==> src/hdl/fetx_pkg.sv <==
// Shared constants, code tables and carrier types for the transmit coding path
package fetx_pkg;

    // ------------------------------------------------------------
    // Code-groups
    // ------------------------------------------------------------
    localparam logic [4:0] CG_IDLE = 5'h1f;
    localparam logic [4:0] CG_J    = 5'h18;
    localparam logic [4:0] CG_K    = 5'h11;
    localparam logic [4:0] CG_T    = 5'h0d;
    localparam logic [4:0] CG_R    = 5'h07;
    localparam logic [4:0] CG_HALT = 5'h04;
    localparam logic [3:0] NIB_JK  = 4'h5;
    localparam logic [3:0] NIB_CTL = 4'h0;
    // Data code-groups, entry n at bits [5n+4:5n]
    localparam logic [79:0] ENC_TABLE = {
        5'h1d, 5'h1c, 5'h1b, 5'h1a, 5'h17, 5'h16, 5'h13, 5'h12,
        5'h0f, 5'h0e, 5'h0b, 5'h0a, 5'h15, 5'h14, 5'h09, 5'h1e};

    // ------------------------------------------------------------
    // Timing and sizes
    // ------------------------------------------------------------
    localparam logic [7:0] CLK_MHZ    = 8'hc8;
    localparam logic [7:0] SYM_MHZ    = 8'h7d;
    localparam logic [2:0] CG_LAST    = 3'h4;
    localparam int         FIFO_DEPTH = 4;
    localparam logic [1:0] SEED_WAIT  = 2'h3;
    localparam int         TAP_HI     = 10;
    localparam int         TAP_LO     = 8;

    // ------------------------------------------------------------
    // Types
    // ------------------------------------------------------------
    typedef enum logic [1:0] {
        ST_IDLE  = 2'b00,
        ST_SSD_K = 2'b01,
        ST_DATA  = 2'b10,
        ST_ESD_R = 2'b11
    } fetx_state_e;

    typedef struct packed {
        logic       en;
        logic [3:0] nib;
    } fetx_word_s;

    typedef struct packed {
        logic       valid;
        logic       in_data;
        logic [4:0] code;
    } fetx_rxcg_s;

    typedef struct packed {
        logic [3:0] nib;
        logic       err;
        logic       halt;
    } fetx_rxnib_s;

    function automatic logic [4:0] fetx_enc(input logic [3:0] n);
        return ENC_TABLE[n*5 +: 5];
    endfunction

endpackage

==> src/hdl/fetx_cg_decode.sv <==
// Code-group to nibble decoder with invalid and halt detection
`timescale 1ns/1ps
`default_nettype none
module fetx_cg_decode (
    // Code-group in
    input  wire logic [4:0]  code,
    input  wire logic        in_data,
    // Decoded result
    output fetx_pkg::fetx_rxnib_s res
);
    always_comb begin
        res = '{nib: 4'h0, err: 1'b1, halt: 1'b0};
        for (int i = 0; i < 16; i++) begin
            if (code == fetx_pkg::ENC_TABLE[i*5 +: 5]) begin
                res.nib = 4'(i);
                res.err = 1'b0;
            end
        end
        if (code == fetx_pkg::CG_J || code == fetx_pkg::CG_K) begin
            res.nib = fetx_pkg::NIB_JK;
            res.err = in_data;
        end
        if (code == fetx_pkg::CG_IDLE || code == fetx_pkg::CG_T
                || code == fetx_pkg::CG_R) begin
            res.nib = fetx_pkg::NIB_CTL;
            res.err = in_data;
        end
        if (code == fetx_pkg::CG_HALT) begin
            res.halt = 1'b1;
        end
    end

endmodule // fetx_cg_decode
`default_nettype wire

==> src/hdl/fetx_fifo.sv <==
// Small flip-flop FIFO with valid/ready on both sides
`timescale 1ns/1ps
`default_nettype none
module fetx_fifo #(
    parameter int W     = 5,
    parameter int DEPTH = 4
) (
    // Clock and reset
    input  wire logic         clk,
    input  wire logic         sys_rst,
    input  wire logic         ce,
    // Fill side
    input  wire logic         in_valid,
    output var  logic         in_ready,
    input  wire logic [W-1:0] in_data,
    // Drain side
    output logic              out_valid,
    input  wire logic         out_ready,
    output logic [W-1:0]      out_data
);
    localparam int AW = $clog2(DEPTH);

    if (DEPTH < 2 || (1 << AW) != DEPTH) begin : g_bad_depth
        $error("fifo depth must be a power of two, at least 2");
    end

    logic [W-1:0] mem [DEPTH];
    logic [AW-1:0] wr_ptr;
    logic [AW-1:0] rd_ptr;
    logic [AW:0]   count;
    logic [AW:0]   next_count;
    logic          push;
    logic          pop;

    assign out_valid  = count != '0;
    assign out_data   = mem[rd_ptr];
    assign push       = ce & in_valid & in_ready;
    assign pop        = ce & out_ready & out_valid;
    assign next_count = count + (AW+1)'(push) - (AW+1)'(pop);

    always_ff @(posedge clk or posedge sys_rst) begin
        if (sys_rst) begin
            wr_ptr   <= '0;
            rd_ptr   <= '0;
            count    <= '0;
            in_ready <= 1'b1;
        end else if (ce) begin
            wr_ptr   <= wr_ptr + AW'(push);
            rd_ptr   <= rd_ptr + AW'(pop);
            count    <= next_count;
            in_ready <= next_count != (AW+1)'(DEPTH);
        end
    end

    always_ff @(posedge clk) begin
        if (push) begin
            mem[wr_ptr] <= in_data;
        end
    end

endmodule // fetx_fifo
`default_nettype wire

==> src/hdl/fetx_tx_pcs.sv <==
// Fast Ethernet transmit coding path: 4B/5B, scrambler, NRZI, MLT-3
`timescale 1ns/1ps
`default_nettype none
module fetx_tx_pcs #(
    parameter int FIFO_W     = 5,
    parameter int FIFO_DEPTH = fetx_pkg::FIFO_DEPTH
) (
    // Clock, reset, enable
    input  wire logic                 clk,
    input  wire logic                 sys_rst,
    input  wire logic                 ce,
    // MAC transmit words
    input  wire fetx_pkg::fetx_word_s tx_word,
    input  wire logic                 tx_valid,
    output logic                      tx_ready,
    // Straps and mode
    input  wire logic [4:0]           strap_address_pins,
    input  wire logic                 scr_bypass,
    // Line drive streams
    output var  logic                 mlt_pos,
    output var  logic                 mlt_neg,
    output var  logic                 bit_tick,
    // Code-group decode
    input  wire fetx_pkg::fetx_rxcg_s rx_cg,
    output var  fetx_pkg::fetx_rxnib_s rx_out,
    output var  logic                 rx_out_valid
);
    if (FIFO_W != $bits(fetx_pkg::fetx_word_s) || FIFO_DEPTH < 2) begin : g_bad
        $error("fifo width must match the word struct and depth be at least 2");
    end

    // ------------------------------------------------------------
    // Input buffer
    // ------------------------------------------------------------
    fetx_pkg::fetx_word_s head;
    logic                 head_valid;
    logic                 pop;

    fetx_fifo #(
        .W     (FIFO_W),
        .DEPTH (FIFO_DEPTH)
    ) u_fifo (
        .clk       (clk),
        .sys_rst   (sys_rst),
        .ce        (ce),
        .in_valid  (tx_valid),
        .in_ready  (tx_ready),
        .in_data   (tx_word),
        .out_valid (head_valid),
        .out_ready (pop),
        .out_data  (head)
    );

    // ------------------------------------------------------------
    // Bit rate generator
    // ------------------------------------------------------------
    logic [7:0] acc;
    logic [8:0] acc_sum;
    logic       next_tick;
    logic [7:0] next_acc;

    assign acc_sum   = {1'b0, acc} + {1'b0, fetx_pkg::SYM_MHZ};
    assign next_tick = acc_sum >= {1'b0, fetx_pkg::CLK_MHZ};
    assign next_acc  = next_tick ? 8'(acc_sum - {1'b0, fetx_pkg::CLK_MHZ})
                                 : acc_sum[7:0];

    always_ff @(posedge clk or posedge sys_rst) begin
        if (sys_rst) begin
            acc      <= 8'h00;
            bit_tick <= 1'b0;
        end else if (ce) begin
            acc      <= next_acc;
            bit_tick <= next_tick;
        end
    end

    // ------------------------------------------------------------
    // Strap capture and seed
    // ------------------------------------------------------------
    logic [4:0]  addr_s1;
    logic [4:0]  addr_s2;
    logic [1:0]  seed_wait;
    logic        seeded;
    logic [10:0] seed;

    assign seed = {1'b1, addr_s2, ~addr_s2};

    always_ff @(posedge clk or posedge sys_rst) begin
        if (sys_rst) begin
            addr_s1   <= 5'h00;
            addr_s2   <= 5'h00;
            seed_wait <= 2'h0;
        end else if (ce) begin
            addr_s1   <= strap_address_pins;
            addr_s2   <= addr_s1;
            seed_wait <= (seed_wait == fetx_pkg::SEED_WAIT) ? seed_wait
                                                            : seed_wait + 2'h1;
        end
    end

    // ------------------------------------------------------------
    // Frame sequencing
    // ------------------------------------------------------------
    fetx_pkg::fetx_state_e st;
    fetx_pkg::fetx_state_e next_st;
    logic [2:0] bit_cnt;
    logic       run;
    logic       grp;
    logic       pop_req;
    logic [4:0] code;
    logic       frame_word;

    assign run        = bit_tick & seeded & ce;
    assign grp        = run & (bit_cnt == 3'h0);
    assign frame_word = head_valid & head.en;
    assign pop        = grp & pop_req;

    always_comb begin
        next_st = st;
        code    = fetx_pkg::CG_IDLE;
        pop_req = 1'b0;
        unique case (st)
            fetx_pkg::ST_IDLE: begin
                if (frame_word) begin
                    code    = fetx_pkg::CG_J;
                    next_st = fetx_pkg::ST_SSD_K;
                end
                pop_req = head_valid;
            end
            fetx_pkg::ST_SSD_K: begin
                code    = fetx_pkg::CG_K;
                pop_req = frame_word;
                next_st = fetx_pkg::ST_DATA;
            end
            fetx_pkg::ST_DATA: begin
                if (frame_word) begin
                    code    = fetx_pkg::fetx_enc(head.nib);
                    pop_req = 1'b1;
                end else begin
                    code    = fetx_pkg::CG_T;
                    next_st = fetx_pkg::ST_ESD_R;
                end
            end
            fetx_pkg::ST_ESD_R: begin
                code    = fetx_pkg::CG_R;
                next_st = fetx_pkg::ST_IDLE;
            end
        endcase
    end

    always_ff @(posedge clk or posedge sys_rst) begin
        if (sys_rst) begin
            st      <= fetx_pkg::ST_IDLE;
            bit_cnt <= 3'h0;
        end else if (run) begin
            if (bit_cnt == 3'h0) begin
                st <= next_st;
            end
            bit_cnt <= (bit_cnt == fetx_pkg::CG_LAST) ? 3'h0 : bit_cnt + 3'h1;
        end
    end

    // ------------------------------------------------------------
    // Serialiser, scrambler, NRZI, MLT-3
    // ------------------------------------------------------------
    logic [4:0]  sh;
    logic        nrz_bit;
    logic        key_bit;
    logic        scr_bit;
    logic [10:0] lfsr;
    logic        nrzi;
    logic        next_nrzi;
    logic        phase;
    logic        next_phase;

    assign nrz_bit    = grp ? code[4] : sh[4];
    assign key_bit    = lfsr[fetx_pkg::TAP_HI] ^ lfsr[fetx_pkg::TAP_LO];
    assign scr_bit    = nrz_bit ^ (key_bit & ~scr_bypass);
    assign next_nrzi  = nrzi ^ scr_bit;
    assign next_phase = phase ^ (nrzi & ~next_nrzi);

    always_ff @(posedge clk or posedge sys_rst) begin
        if (sys_rst) begin
            seeded <= 1'b0;
            lfsr   <= 11'h7ff;
        end else if (ce && !seeded && seed_wait == fetx_pkg::SEED_WAIT) begin
            seeded <= 1'b1;
            lfsr   <= seed;
        end else if (run) begin
            lfsr <= {lfsr[9:0], key_bit};
        end
    end

    always_ff @(posedge clk or posedge sys_rst) begin
        if (sys_rst) begin
            sh      <= 5'h1f;
            nrzi    <= 1'b0;
            phase   <= 1'b0;
            mlt_pos <= 1'b0;
            mlt_neg <= 1'b0;
        end else if (run) begin
            sh      <= grp ? {code[3:0], 1'b0} : {sh[3:0], 1'b0};
            nrzi    <= next_nrzi;
            phase   <= next_phase;
            // only one stream high at a time
            mlt_pos <= next_nrzi & ~next_phase;
            mlt_neg <= next_nrzi & next_phase;
        end
    end

    // ------------------------------------------------------------
    // Code-group decode
    // ------------------------------------------------------------
    fetx_pkg::fetx_rxnib_s dec;

    fetx_cg_decode u_dec (
        .code    (rx_cg.code),
        .in_data (rx_cg.in_data),
        .res     (dec)
    );

    always_ff @(posedge clk or posedge sys_rst) begin
        if (sys_rst) begin
            rx_out       <= '0;
            rx_out_valid <= 1'b0;
        end else if (ce) begin
            rx_out       <= dec;
            rx_out_valid <= rx_cg.valid;
        end
    end
endmodule // fetx_tx_pcs
`default_nettype wire

==> config.mk <==
export PLATFORM = sky130hd
export DESIGN_NAME = fetx_tx_pcs
export DESIGN_NICKNAME = d
export VERILOG_FILES = /design/src/hdl/fetx_pkg.sv /design/src/hdl/fetx_cg_decode.sv /design/src/hdl/fetx_fifo.sv /design/src/hdl/fetx_tx_pcs.sv
export SDC_FILE = /design/constraint.sdc
export NUM_CORES = 1
export LEC_CHECK = 0
export ABC_AREA = 1
export BUFFER_PORTS_ARGS = -buffer_cell sky130_fd_sc_hd__buf_2
export CAP_MARGIN = 20
export CORE_MARGIN = 1
export CORE_UTILIZATION = 30
export DETAILED_ROUTE_END_ITERATION = 16
export MAX_ROUTING_LAYER = met4
export SLEW_MARGIN = 20
export SYNTH_ARGS = -nofsm -noshare
export SYNTH_HDL_FRONTEND = slang
export SYNTH_SLANG_ARGS = --single-unit
==> constraint.sdc <==
create_clock -name clk -period 7.1 [get_ports clk]
set_input_delay 1.065 -clock clk [delete_from_list [all_inputs] [get_ports clk]]
set_output_delay 1.065 -clock clk [all_outputs]
set_load 0.01 [all_outputs]
==> results.md <==
* Min cycle time layout at roughly 4200 ps
* Clk_lat worst skew at 330 ps
* Area growth, synth to finish at 16.38%
* Port bufs at 32
* Worst Path Max Fanout at between 40 and 50
* Hold endpoint: sh[0]$_DFFE_PP1P_
* Final Max Slew Viols at 0
* Fmax at 236.3 MHz
* Final clock skew at 7.778 ps
* Reg-to-Reg End: u_fifo.count[2]$_DFFE_PP0P_
* Flop-to-flop setup slack at approximately 4000 ps
* Most area-hungry cell type in the Yosys netlist: dfrtp_1
* Vias in the first global route at 3366
* Critical path launch point type: primary input
* Post-synthesis cell area at between 0.004 and 0.005 mm2
* Synth unique cells at 41
* Critical Setup Path Class: in -> reg
* Worst Path Required at 7300 ps
* Final setup vio count at 0
* Post-DRT Antenna Nets at 0
* Yosys warns at 0
* Pwr dens at 404.6 mW/mm2
* Total Routing Usage GR at between 10% and 20%
* Total CTS buffers at 9
* Syn Inst Count at slightly above 500
* Initial antenna violation count at 0
* Diodes inserted at 0
* Worst r2r src: bit_tick$_DFFE_PP0P_
* CTS Sinks at between 80 and 90
* Row Count at 43
* Global-route wire length before repair at roughly 15000 um
* Die W at 121.4 um
* Worst Hold Depth at 2
* Slowest Stage Delay on Critical Path at around 760 ps
* Worst min path class: reg -> reg
* Layout cells sized above 1 at between 15 and 20%
* Placed Area at roughly 0.0046 mm2
* Post-synth EDFFs at 20
* Syn nets at between 500 and 600
* Unrepaired setup endpoints after global routing: no
* Clock slew at reported path FFs at around 60 ps
* Post-layout nets at around 580
* Leakage power at about 0.0024 uW
* Post-Route Setup TNS at 0 ps
* Slew @ Worst Pin at 963.5 ps
* CP Cell Sequence: buf_2, buf_4, inv_2, nor3_4, nand3_4, inv_1, nand3_1, a21oi_1, ha_1, inv_1, ha_1, fa_1, xor2_1, nor2_1, o21bai_1
* Post-CTS Setup Inserts at 0
* Crit. End Element: flop
* DIE HEIGHT at about 120 um
* RePlAce Congestion at between 0.8 and 0.9
* CTS tree: done
* Core Area at 0.01388 mm2
* Final hold vios at 0
* Worst R2R Path Depth at 13
* Grt ovf at 0
* CTS resizes at 0
* Syn avg cell area at ~8.4 um2
* Worst vdd ir at about 220 uV
* Vias at 3346
* Post-synthesis sequential area ratio at 50.80%
* Register Area at roughly 0.0022 mm2
* Synth area leaders: dfrtp_1 26%, nand2_1 15%, edfxtp_1 14%
* Max_cap viols at 0
* Yosys top cell area share at 26.32%
* Status: complete, no violations
* Synth Flop Type: dfrtp_1
* Seq cells post-synth at 82
* Hold_buf cts at 0
* Area of the multi-input gates at between 0.0015 and 0.002 mm2
* Fillers at 1432
* Post-route cell area at 0.004979 mm2
* DR pass1 iterations at 4
* CTS max path bufs at 2
* Top-count cell post-synth: nand2_1
* Full die area at 0.01474 mm2
* Num ports at 33
* Detail Placement HPWL at approximately 5900 um
* Root buf cell: clkbuf_16
* Max H-tree Level at 3
* DR WL/cell at ~12 um
* Async set or reset register ratio after synthesis at 75.61%
* Hold wc startpoint: sh[0]$_DFFE_PP1P_
* Via density at between 4 and 5
* Max-slew headroom at between 30% and 40%
* Pin count of the biggest net entering global routing at 63
* WL final at between 8000 and 9000 um
* Final period util at 59.60%
* DRC Markers at 0
* Slowest CP cell: nor3_4
* Synth top cells by count: 166 x nand2_1, 57 x inv_1, 45 x dfrtp_1
* Initial Util at between 30% and 40%
* Worst EP arrival at roughly 4400 ps
* DR iter-0 viols at approximately 180
[metrics by stage]
stage          worst slack, ps  utilization (%)  total power [uW]  cells  hold slack [ps]
5_1_grt                   2574            35.87              2185    726            469.5
3_5_place_dp              2492            33.20              1459    710            446.4
6_report                  2869            35.87              2014    726            456.7
3_3_place_gp              2635            33.20              1432    710            441.4
4_1_cts                   2842            35.87              2033    726            456.9
2_1_floorplan             3948                -              1298    510            431.8
[area by class of cell]
cell class,instances,share of cell area [%]
Sequential cell,82,43.65
Multi-Input combinational cell,350,36.04
Clock buffer,11,5.303
Inverter,64,4.825
Tap cell,180,4.524
Timing Repair Buffer,34,3.518
Clock inverter,5,2.136
[state kept, by name (all words and copies together) (netlist names), 2 cells and up]
signal,count
u_fifo.rd_ptr,2
sh,5
u_fifo.mem,20
seed_wait,2
lfsr,11
u_fifo.wr_ptr,2
acc,8
addr_s2,5
rx_out,6
addr_s1,5
st,2
u_fifo.count,3
bit_cnt,3
[how the worst max path moves through the flow]
stage	from	to	slack [ps]	cells after the start
after floorplan	ce	u_fifo.count[2]$_DFFE_PP0P_	3950	14
after global placement	ce	u_fifo.count[2]$_DFFE_PP0P_	2640	15
final	ce	u_fifo.count[2]$_DFFE_PP0P_	2870	15
after global routing	ce	u_fifo.count[2]$_DFFE_PP0P_	2570	15
after CTS	ce	u_fifo.count[2]$_DFFE_PP0P_	2840	15
after detailed placement	ce	u_fifo.count[2]$_DFFE_PP0P_	2490	15
[worst max-delay path: cells and delay by family]
kind / cells / cell delay [ps]
xor gates and xnor gates: 1 / 160
and+or+nand+nor: 4 / 1140
adders and majority gates: 3 / 730
buffers and inverters: 5 / 940
AOI/OAI and AO/OA: 2 / 380
[layout by cell type, fill, tap and decap left out, types with 7 or more instances in the layout]
| cell | instances |
|---|---|
| a21oi_1 | 10 |
| buf_2 | 32 |
| clkbuf_16 | 10 |
| dfrtp_1 | 45 |
| dfstp_2 | 17 |
| edfxtp_1 | 20 |
| ha_1 | 14 |
| inv_1 | 56 |
| inv_2 | 7 |
| nand2_1 | 166 |
| nand3_1 | 31 |
| nand4_1 | 7 |
| nor2_1 | 35 |
| nor3_1 | 7 |
| o21ai_0 | 31 |
| o21ai_1 | 7 |
| xor2_1 | 8 |
[kinds of logic (layout without fill, tap and decap cells)]
group | after synthesis | in the layout | synth area share [%]
AO/OA/AOI/OAI | 65 | 65 | 9.009
XOR/XNOR | 10 | 10 | 2.048
adder cells (fa/ha/maj) | 15 | 15 | 4.563
buffers and inverters | 78 | 114 | 7.253
flip-flops | 82 | 82 | 50.80
multiplexers | 1 | 1 | 0.2632
AND/OR/NAND/NOR | 259 | 259 | 26.06
[metal layers]
layer | vias up | wire length (um) | part of all wire, % | track usage, %
met5 | - | 0 | 0 | -
met4 | 0 | 100 | 1.2 | 3.858
met3 | 8 | 281 | 3.3 | 2.397
met2 | 53 | 4036 | 48 | 21.73
met1 | 1578 | 4049 | 48 | 15.99
li1 | 1707 | - | - | -
[power breakdown]
part	switching (uW)	internal (uW)
Sequential	98.0	642
Clock	184	376
Combinational	454	261
Total	736	1280
No activity file was read; power rests on OpenSTA's default activity.
